$ cat config.mk
export PLATFORM = sky130hd
export DESIGN_NAME = idle_domain_power_control
export DESIGN_NICKNAME = d
export VERILOG_FILES = /design/src/core/idle_power_pkg.sv /design/src/core/idle_domain_power_control.sv
export VERILOG_INCLUDE_DIRS = /design/src /design/src/core
export SDC_FILE = /design/constraint.sdc
export NUM_CORES = 1
export LEC_CHECK = 0
export ABC_AREA = 0
export BUFFER_PORTS_ARGS = -buffer_cell sky130_fd_sc_hd__buf_2
export CAP_MARGIN = 10
export CORE_AREA = 2 2 94 96
export DETAILED_ROUTE_END_ITERATION = 10
export DIE_AREA = 0 0 96 98
export PLACE_DENSITY_LB_ADDON = 0.08
export SETUP_SLACK_MARGIN = 0.1
export SYNTH_ARGS = -nofsm -noshare
export SYNTH_HDL_FRONTEND = slang
export SYNTH_SLANG_ARGS = --single-unit
$ cat constraint.sdc
create_clock -name clk_i -period 1.9 [get_ports clk_i]
set_input_delay 0.19 -clock clk_i [delete_from_list [all_inputs] [get_ports clk_i]]
set_output_delay 0.19 -clock clk_i [all_outputs]
set_load 0.1 [all_outputs]
$ cat src/core/idle_power_cfg.svh
// Offsets, field positions, reset values and widths of the idle power control block
`ifndef IDLE_POWER_CFG_SVH
`define IDLE_POWER_CFG_SVH

// Register indices; the byte address on the bus is four times the index
`define STATUS_IDX          16'h0002
`define CONFIG_IDX          16'h0001
`define MASK_IDX            16'h9400

// Configuration register fields
`define CFG_CORE_BIT        0
`define CFG_MASTERS_BIT     1
`define CFG_IBUF_BIT        2
`define CFG_UNITS_BIT       3
`define CFG_EXT_MEM_SLEEP_MASK_BIT        4
`define CFG_IOPORT_BIT      5
`define CFG_MASTER_PORT_BIT       6
`define CFG_FPORT_BIT       7
`define CFG_CLKGEN_BIT      8
`define CFG_EXTCLK_BIT      9
`define CFG_WR_MASK         16'h03FF
`define CFG_RESET           16'h0000

// Status register fields
`define ST_CORE_BIT         0
`define ST_MASTERS_BIT      1
`define ST_IBUF_BIT         2
`define ST_UNITS_BIT        3
`define ST_CLKGEN_BIT       4
`define ST_EXT_MEM_SLEEP_MASK_BIT         5
`define ST_IOPORT_BIT       6
`define ST_MASTER_PORT_BIT        7
`define ST_FPORT_BIT        8
`define ST_WIDTH            9

// Unit mask: bits 13..0 writable, 15..14 read as zero
`define MASK_WIDTH          14
`define MASK_RESET          14'h0000

// Order of the domain request vector
`define DOM_CORE            0
`define DOM_MASTERS         1
`define DOM_IBUF            2
`define DOM_CLKGEN          3
`define DOM_EXT_MEM_SLEEP_MASK            4
`define DOM_IOPORT          5
`define DOM_MASTER_PORT           6
`define DOM_FPORT           7
`define DOM_WIDTH           8

`endif

$ cat src/core/idle_power_pkg.sv
// Types of the idle power control block
`default_nettype none
`include "idle_power_cfg.svh"
package idle_power_pkg;

  typedef enum logic [1:0] {
    ST_RUN,
    ST_ENTER,
    ST_ASLEEP,
    ST_LEAVE
  } sleep_fsm_t;

  typedef struct packed {
    sleep_fsm_t                fsm;
    logic [15:0]               cfg;
    logic [`MASK_WIDTH-1:0]    mask;
    logic [`DOM_WIDTH-1:0]     dom_req;
    logic [`MASK_WIDTH-1:0]    unit_req;
    logic [`ST_WIDTH-1:0]      status;
    logic [31:0]               rdata;
    logic                      ready;
    logic                      slverr;
    logic                      bus_err;
  } ctrl_state_t;

endpackage : idle_power_pkg
`default_nettype wire

$ cat src/core/idle_domain_power_control.sv
// Idle power-down controller with APB register access
`timescale 1ns/1ps
`default_nettype none
`include "idle_power_cfg.svh"

module idle_domain_power_control #(
  parameter int ADDR_W = 18
) (
  input  wire logic                   clk_i,               // System clock, 25 MHz
  input  wire logic                   reset_i,             // Asynchronous reset, active high
  input  wire logic                   ce_i,                // Clock enable, freezes state when low
  input  wire logic                   psel,                // APB select
  input  wire logic                   penable,             // APB access phase
  input  wire logic                   pwrite,              // APB direction, high is write
  input  wire logic [ADDR_W-1:0]      paddr,               // APB byte address
  input  wire logic [31:0]            pwdata,              // APB write data
  output      logic [31:0]            prdata,              // APB read data
  output      logic                   pready,              // APB ready
  output      logic                   pslverr,             // APB error, unmapped address
  input  wire logic                   idle_strobe_i,       // Idle instruction executed, one cycle
  input  wire logic                   wake_i,              // Wake event for the core domains
  input  wire logic                   core_stopped_i,      // Core acknowledges stop
  input  wire logic                   masters_stopped_i,   // DMA and host port stopped
  input  wire logic                   ibuf_stopped_i,      // Instruction buffer stopped
  input  wire logic                   clkgen_stopped_i,    // Clock generator stopped
  input  wire logic                   ext_mem_sleep_mask_stopped_i,      // External memory interface stopped
  input  wire logic                   io_port_stopped_i,   // I/O space port stopped
  input  wire logic                   master_port_stopped_i,     // Bus master port stopped
  input  wire logic                   fport_stopped_i,     // Fetch port stopped
  input  wire logic [`MASK_WIDTH-1:0] unit_stopped_i,      // Attached units stopped, mask order
  output      logic                   core_sleep_req,      // Stop request to the core
  output      logic                   bus_masters_sleep_req, // Stop request to DMA and host port
  output      logic                   instr_buffer_sleep_req, // Stop request to instr buffer
  output      logic                   clockgen_sleep_req,  // Stop request to clock generator
  output      logic                   ext_mem_if_sleep_o,  // Stop request to memory interface
  output      logic                   io_space_port_sleep_o, // Stop request to I/O space port
  output      logic                   master_port_sleep_o, // Stop request to bus master port
  output      logic                   fetch_port_sleep_o,  // Stop request to fetch port
  output      logic [`MASK_WIDTH-1:0] unit_sleep_o,        // Stop requests to attached units
  output      logic                   asleep_o,            // All requested core domains stopped
  output      logic                   bus_error_o          // Refused idle, one-cycle pulse
);
  import idle_power_pkg::*;

  ctrl_state_t s_q;
  ctrl_state_t s_d;

  logic                   acc_phase;
  logic                   wr_commit;
  logic                   hit_status;
  logic                   hit_config;
  logic                   hit_mask;
  logic [`DOM_WIDTH-1:0]  dom_stopped;
  logic [`DOM_WIDTH-1:0]  cfg_dom;
  logic                   clk_combo_bad;

  // True when the byte address selects the register with the given index
  function automatic logic addr_hit(input logic [ADDR_W-1:0] addr, input logic [15:0] idx);
    logic [ADDR_W+1:0] byte_addr;
    byte_addr = (ADDR_W+2)'({idx, 2'b00});
    addr_hit  = ({2'b00, addr} == byte_addr);
  endfunction : addr_hit

  // Zero-extends a 16-bit register image onto the 32-bit bus
  function automatic logic [31:0] widen(input logic [15:0] val);
    widen = {16'h0000, val};
  endfunction : widen

  // Address decode
  assign hit_status = addr_hit(paddr, `STATUS_IDX);
  assign hit_config = addr_hit(paddr, `CONFIG_IDX);
  assign hit_mask   = addr_hit(paddr, `MASK_IDX);
  assign acc_phase  = psel & penable;
  assign wr_commit  = acc_phase & s_q.ready & pwrite & ~s_q.slverr;

  // Acknowledges gathered in domain order
  always_comb begin
    dom_stopped               = '0;
    dom_stopped[`DOM_CORE]    = core_stopped_i;
    dom_stopped[`DOM_MASTERS] = masters_stopped_i;
    dom_stopped[`DOM_IBUF]    = ibuf_stopped_i;
    dom_stopped[`DOM_CLKGEN]  = clkgen_stopped_i;
    dom_stopped[`DOM_EXT_MEM_SLEEP_MASK]    = ext_mem_sleep_mask_stopped_i;
    dom_stopped[`DOM_IOPORT]  = io_port_stopped_i;
    dom_stopped[`DOM_MASTER_PORT]   = master_port_stopped_i;
    dom_stopped[`DOM_FPORT]   = fport_stopped_i;
  end

  // Configuration bits turned into domain requests
  always_comb begin
    cfg_dom               = '0;
    cfg_dom[`DOM_CORE]    = s_q.cfg[`CFG_CORE_BIT];
    cfg_dom[`DOM_MASTERS] = s_q.cfg[`CFG_MASTERS_BIT];
    cfg_dom[`DOM_IBUF]    = s_q.cfg[`CFG_IBUF_BIT];
    cfg_dom[`DOM_CLKGEN]  = s_q.cfg[`CFG_CLKGEN_BIT];
    cfg_dom[`DOM_EXT_MEM_SLEEP_MASK]    = s_q.cfg[`CFG_EXT_MEM_SLEEP_MASK_BIT];
    cfg_dom[`DOM_IOPORT]  = s_q.cfg[`CFG_IOPORT_BIT];
    cfg_dom[`DOM_MASTER_PORT]   = s_q.cfg[`CFG_MASTER_PORT_BIT];
    cfg_dom[`DOM_FPORT]   = s_q.cfg[`CFG_FPORT_BIT];
  end

  // Clock generator stop is only legal with the external clock bit set and every other domain also requested
  assign clk_combo_bad = s_q.cfg[`CFG_CLKGEN_BIT] &
                         ~(s_q.cfg[`CFG_EXTCLK_BIT] & s_q.cfg[`CFG_CORE_BIT] &
                           s_q.cfg[`CFG_MASTERS_BIT] & s_q.cfg[`CFG_IBUF_BIT] &
                           s_q.cfg[`CFG_EXT_MEM_SLEEP_MASK_BIT] & s_q.cfg[`CFG_IOPORT_BIT] &
                           s_q.cfg[`CFG_MASTER_PORT_BIT] & s_q.cfg[`CFG_FPORT_BIT]);

  // Next-state logic: bus slave, idle sequencer and status capture
  always_comb begin
    s_d         = s_q;
    s_d.bus_err = 1'b0;

    // Status follows the real acknowledges, never the requests
    s_d.status                 = '0;
    s_d.status[`ST_CORE_BIT]    = core_stopped_i;
    s_d.status[`ST_MASTERS_BIT] = masters_stopped_i;
    s_d.status[`ST_IBUF_BIT]    = ibuf_stopped_i;
    s_d.status[`ST_UNITS_BIT]   = |unit_stopped_i;
    s_d.status[`ST_CLKGEN_BIT]  = clkgen_stopped_i;
    s_d.status[`ST_EXT_MEM_SLEEP_MASK_BIT]    = ext_mem_sleep_mask_stopped_i;
    s_d.status[`ST_IOPORT_BIT]  = io_port_stopped_i;
    s_d.status[`ST_MASTER_PORT_BIT]   = master_port_stopped_i;
    s_d.status[`ST_FPORT_BIT]   = fport_stopped_i;

    // APB: one wait state, then registered answer
    if (acc_phase && !s_q.ready) begin
      s_d.ready  = 1'b1;
      s_d.slverr = ~(hit_status | hit_config | hit_mask);
      s_d.rdata  = 32'h0000_0000;
      if (!pwrite) begin
        if (hit_status) begin
          s_d.rdata = widen({7'h00, s_q.status});
        end else if (hit_config) begin
          s_d.rdata = widen(s_q.cfg);
        end else if (hit_mask) begin
          s_d.rdata = widen({2'b00, s_q.mask});
        end
      end
    end else begin
      s_d.ready  = 1'b0;
      s_d.slverr = 1'b0;
    end

    // Register writes take effect at the completing edge; status ignores writes
    if (wr_commit) begin
      if (hit_config) begin
        s_d.cfg = pwdata[15:0] & `CFG_WR_MASK;
      end
      if (hit_mask) begin
        s_d.mask = pwdata[`MASK_WIDTH-1:0];
      end
    end

    // Idle sequencer
    case (s_q.fsm)
      ST_RUN: begin
        if (idle_strobe_i) begin
          if (clk_combo_bad) begin
            s_d.bus_err = 1'b1;
          end else begin
            s_d.dom_req = cfg_dom;
            if (s_q.cfg[`CFG_UNITS_BIT]) begin
              s_d.unit_req = s_q.mask;
            end else begin
              s_d.unit_req = '0;
            end
            s_d.fsm = ST_ENTER;
          end
        end
      end
      ST_ENTER: begin
        if (wake_i) begin
          s_d.dom_req = '0;
          s_d.fsm     = ST_LEAVE;
        end else if ((dom_stopped & s_q.dom_req) == s_q.dom_req) begin
          s_d.fsm = (s_q.dom_req == '0) ? ST_RUN : ST_ASLEEP;
        end
      end
      ST_ASLEEP: begin
        if (wake_i) begin
          s_d.dom_req = '0;
          s_d.fsm     = ST_LEAVE;
        end
      end
      ST_LEAVE: begin
        if (dom_stopped == '0) begin
          s_d.fsm = ST_RUN;
        end
      end
      default: begin
        s_d.fsm     = ST_RUN;
        s_d.dom_req = '0;
      end
    endcase
  end

  // State register with clock enable
  always_ff @(posedge clk_i or posedge reset_i) begin
    if (reset_i) begin
      s_q.fsm      <= ST_RUN;
      s_q.cfg      <= `CFG_RESET;
      s_q.mask     <= `MASK_RESET;
      s_q.dom_req  <= '0;
      s_q.unit_req <= '0;
      s_q.status   <= '0;
      s_q.rdata    <= 32'h0000_0000;
      s_q.ready    <= 1'b0;
      s_q.slverr   <= 1'b0;
      s_q.bus_err  <= 1'b0;
    end else if (ce_i) begin
      s_q <= s_d;
    end
  end

  // Outputs
  assign prdata                 = s_q.rdata;
  assign pready                 = s_q.ready;
  assign pslverr                = s_q.slverr;
  assign core_sleep_req         = s_q.dom_req[`DOM_CORE];
  assign bus_masters_sleep_req  = s_q.dom_req[`DOM_MASTERS];
  assign instr_buffer_sleep_req = s_q.dom_req[`DOM_IBUF];
  assign clockgen_sleep_req     = s_q.dom_req[`DOM_CLKGEN];
  assign ext_mem_if_sleep_o     = s_q.dom_req[`DOM_EXT_MEM_SLEEP_MASK];
  assign io_space_port_sleep_o  = s_q.dom_req[`DOM_IOPORT];
  assign master_port_sleep_o    = s_q.dom_req[`DOM_MASTER_PORT];
  assign fetch_port_sleep_o     = s_q.dom_req[`DOM_FPORT];
  assign unit_sleep_o           = s_q.unit_req;
  assign asleep_o               = (s_q.fsm == ST_ASLEEP);
  assign bus_error_o            = s_q.bus_err;

endmodule : idle_domain_power_control
`default_nettype wire

Word-level counts from Yosys, hierarchy flattened. Cells that the tools add are included.

Equal/unequal tests: 13. Add/sub/neg operators: 0. Shift operators: 0. Bitwise operators: 19. Multiplexer cells: 21. $lt $le $gt $ge: 0. Divide/modulo/power cells: 0. Multipliers: 0. Reductions and logical operators: 14.

Operators with widths (number): $mux W14 (5); $mux W22 (2); $eq A18 B18 Y1 const B (1); $eq A18 B3 Y1 const B (1); $eq A18 B4 Y1 const B (1); $logic_not A8 Y1 (2); $mux W2 (8); $pmux W8 S2 (1); $reduce_or A14 Y1 (1); $and A1 B1 Y1 (12); $and A8 B8 Y8 (1); $eq A8 B8 Y1 (1); $mux W8 (1); $ne A2 B2 Y1 const B (4); $pmux W2 S4 (1); $reduce_and A3 Y1 (2); $reduce_and A6 Y1 (1); $reduce_and A5 Y1 (1); $eq A2 B2 Y1 const B (2); $not A1 Y1 (4); $reduce_and A4 Y1 (1); $mux W1 (3); $ne A3 B3 Y1 const B (1); $eq A2 B1 Y1 const B (1); 8 further kinds (9).

Output and inout bits: 58. Bits of input ports: 80. Word-level logic and storage cells: 77. Flip-flop bits (word level): 92. ROM bits: 0. Memories: 0. RAM bits: 0. Latch bits: 0.

Logic depth before layout (Yosys ltp).
Depth in word-level cells: 12. Gate-level depth with buffers: 8. Gate-level depth less buffers: 7.

Worst setup path before layout. OpenSTA, ideal clock, no wires.

Path type: flip-flop to flip-flop. From: register s_q (netlist bit pready). To: register s_q (netlist bit prdata[10]). Slack: -0.279 ns. Buffers on the path: 2. Library setup time: 0.121 ns. Clock period less this slack: 2.179 ns. Data arrival time: 2.058 ns. Stages on the path, launching flop included: 7. Data required time: 1.779 ns. Cell sequence: dfrtp_1 -> inv_1 -> nand2_1 -> clkbuf_1 -> clkbuf_1 -> nor3_1 -> a22o_1.

Word-level cells in the longest chain between the ends: 3.

RTL lines: start: declaration (line idle_domain_power_control.sv:45) `ctrl_state_t s_q;`; $logic_not A1 Y1 (line idle_domain_power_control.sv:127) `if (acc_phase && !s_q.ready) begin`; $logic_and A1 B1 Y1 (line idle_domain_power_control.sv:127); $reduce_and A2 Y1 (no source line).

No other way between the ends. A chain may end at the register's enable or synchronous reset.

Final worst setup path.
From: register s_q[96] (netlist name). To: output port asleep_o.

Word-level cells in the longest chain between the ends: 1.

RTL lines: $eq A2 B2 Y1 (line idle_domain_power_control.sv:229) `assign asleep_o = (s_q.fsm == ST_ASLEEP);`; end: declaration (line idle_domain_power_control.sv:40) `output logic asleep_o,`.

No other way between the ends.

==> flow_metrics.env <==
export IMPL_cap_violations=0
export IMPL_min_period_over_period_pct=90.2
export IMPL_synthMuxAreaShare_pct=10.4
export IMPL_crit_fanout=4
export IMPL_netlist_instances=328
export IMPL_synth_edf_count=0
export IMPL_min_delay_start="pwdata[13]"
export IMPL_crit_path_max_incr_delay_ps=430
export IMPL_worstPathRequired_ps=1710
export IMPL_finalHoldViolCount=0
export IMPL_path_cells="inv_1, ha_2, buf_2"
export IMPL_num_antenna_cells=0
export IMPL_syn_area_um2=3660
export IMPL_rrSetupSlack_ps=210
export IMPL_drc=0
export IMPL_antenna_found_initial=0
export IMPL_cts_tree="built"
export IMPL_relSlewSlack_pct=64.0
export IMPL_most_common_layout_cells="buf_2, dfrtp_1, nand2_1, mux2_2, buf_4"
export IMPL_dp_hpwl_um=6560
export IMPL_setup_viol=0
export IMPL_synth_area_leaders="dfrtp_1, mux2_2, buf_4"
export IMPL_leakage_nw=2.26
export IMPL_synth_seq_area_share_pct=50.6
export IMPL_maxSlewViolCount=0
export IMPL_gp_congestion=0.793
export IMPL_die_x_um=96
export IMPL_max_vdd_ir_drop_mv=0.442
export IMPL_synth_cell_type_count=41
export IMPL_port_buffers=101
export IMPL_design_die_area_um2=9410
export IMPL_crit_type="reg2out"
export IMPL_hp_class="in2reg"
export IMPL_crit_end="asleep_o"
export IMPL_synth_top_area_share_pct=50.6
export IMPL_path_clk_slew_ps=100
export IMPL_utilization_pct=52.9
export IMPL_insertion_delay_ps=360
export IMPL_synth_top_cell_by_area="dfrtp_1"
export IMPL_root_buffer="clkbuf_8"
export IMPL_yosysWarnings=0
export IMPL_fin_tns_setup_ps=0
export IMPL_dp_slack_ps=108
export IMPL_synth_top_family_by_area="compound AO/OA/AOI/OAI gates"
export IMPL_syn_to_final_growth_pct=22.3
export IMPL_ant_nets=0
export IMPL_rows=34
export IMPL_synth_main_ff_cell="dfrtp_1"
export IMPL_startpoint="s_q[96]"
export IMPL_routed_via_density=5.18
export IMPL_synth_adder_area_share_pct=1.71
export IMPL_vias=2819
export IMPL_die_h_um=98
export IMPL_critPathCaptureType="output pin"
export IMPL_multi_input_area_um2=1450
export IMPL_fillCellCount=801
export IMPL_synth_compound_area_share_pct=13.2
export IMPL_wirelength_um=8700
export IMPL_first_pass_iters=5
export IMPL_rsz0062_at_grt="no"
export IMPL_crit_arrival_ps=1520
export IMPL_grt_pass1_wl_um=14000
export IMPL_first_global_vias=2720
export IMPL_final_common_cell="buf_2"
export IMPL_cts_num_sinks=74
export IMPL_nets=516
export IMPL_coreArea_um2=8470
export IMPL_grt_max_degree=36
export IMPL_synth_simple_area_share_pct=11.9
export IMPL_layout_area_seq_um2=1860
export IMPL_async_reset_ff_share_pct=100
export IMPL_start_util_pct=43.2
export IMPL_wl_per_cell_um=16.0
export IMPL_h_tree_depth=3
export IMPL_critPathSlowestCell="dfrtp_2"
export IMPL_drtIter0Drc=92
export IMPL_clock_skew_ps=18.7
export IMPL_synth_xor_area_share_pct=0.239
export IMPL_fmax_ghz=0.584
export IMPL_worst_slew_pin_slew_ps=540
export IMPL_clk_path_buf_depth=2
export IMPL_fin_crit_ps=1710
export IMPL_drive_gt1_share_pct=45.0
export IMPL_power_density_nw_per_um2=843
export IMPL_gr_total_overflow=0
export IMPL_layout_setup_ws_ps=187
export IMPL_grt_use_total_pct=19.6
export IMPL_io_pins=138
export IMPL_cts_made_buffers=9
export IMPL_timing_rr_end="bus_masters_sleep_req"
export IMPL_synth_seq_cells=74
export IMPL_start_kind="flop"
export IMPL_synth_avg_cell_area_um2=11.2
export IMPL_r2r_cells=8
export IMPL_outcome="finished, final reports clean"
[registers in the layout, indices dropped and copies added (netlist names), named ones only]
| register | count |
|---|---|
| s_q | 26 |
| prdata | 14 |
| unit_sleep_o | 14 |
| cfg_dom | 8 |
| bus_error_o | 1 |
| bus_masters_sleep_req | 1 |
| clockgen_sleep_req | 1 |
| core_sleep_req | 1 |
| ext_mem_if_sleep_o | 1 |
| fetch_port_sleep_o | 1 |
| instr_buffer_sleep_req | 1 |
| io_space_port_sleep_o | 1 |
| master_port_sleep_o | 1 |
| pready | 1 |
| pslverr | 1 |
[cell usage after synthesis (2+ instances only)]
| cell | number |
|---|---|
| nand4_1 | 5 |
| o41ai_1 | 2 |
| ha_1 | 5 |
| a22o_1 | 20 |
| a21oi_1 | 2 |
| nand3_1 | 5 |
| nor4_1 | 6 |
| inv_1 | 15 |
| mux2_2 | 32 |
| nand2_1 | 35 |
| and3_1 | 3 |
| a221o_1 | 9 |
| o21ai_0 | 19 |
| dfrtp_1 | 74 |
| nor2_1 | 8 |
| nor3_1 | 5 |
| buf_4 | 47 |
| clkbuf_1 | 7 |
| o22ai_1 | 5 |
| nor2b_1 | 3 |
[cells by family (layout without fill, tap and decap cells)]
kind of cell | after synthesis | in the layout
simple gates | 80 | 80
flops | 74 | 74
buf+inv | 69 | 160
compound gates | 64 | 64
mux | 34 | 34
fa+ha+maj | 5 | 5
other cells | 1 | 18
xor+xnor | 1 | 1
[how the worst min path moves through the flow]
stage | to | slack, ps | cells after the start
after global placement | pready | 170 | 2
final | s_q[79] | 60 | 2
after floorplan | prdata[9] | 290 | 1
after CTS | s_q[79] | 50 | 2
after global routing | s_q[79] | 50 | 2
after detailed placement | pready | 180 | 2
[layout make-up]
cell class              count  share of cell area [%]
flip-flops and latches     74                    41.7
multi-input cells         202                    32.5
clock buffers               9                    2.77
clock inverters             7                    1.85
repair buffers            129                    16.9
well taps                 108                    3.02
inverters                  15                    1.34
[worst max-delay path: cells and delay by family (launching register included)]
kind       cells  cell delay, ps
flops          1             430
fa+ha+maj      1             190
buf+inv        2             550
[per-stage QoR]
stage / instances / power [mW] / area [um2] / hold slack [ps]
floorplan: 345 / 2.26 / 3750 / 289
global placement: 523 / 2.42 / 4220 / 172
detailed placement: 523 / 2.44 / 4220 / 181
CTS: 540 / 3.74 / 4440 / 46.2
global route: 544 / 3.96 / 4480 / 47.1
finish: 544 / 3.77 / 4480 / 60.6
[power breakdown]
group	total (mW)	internal, mW	switching, mW	leakage (nW)
Clock	1.29	0.629	0.661	0.0988
Sequential	1.66	1.62	0.0375	0.994
Combinational	0.827	0.265	0.562	1.16
Total	3.77	2.51	1.26	2.26
[metal layers]
metal  GRT usage [%]  vias up  share of wire [%]
met3            3.78       17                5.3
li1                -     1329                  -
met1            26.3     1376                 45
met4            6.26        0                1.7
met5               0        -                  0
met2            31.7       97                 48
[what timing repair did]
| action | 4_1_cts | 5_1_grt |
|---|---|---|
| resized for setup | 1 | 3 |
| cloned | 0 | 0 |
| hold endpoints to repair | 10 | 0 |
| setup endpoints to repair | 7 | 23 |
| buffers inserted | 0 | 4 |
| hold buffers | 1 | 0 |
Note: power is estimated with default switching activity, not from simulation.
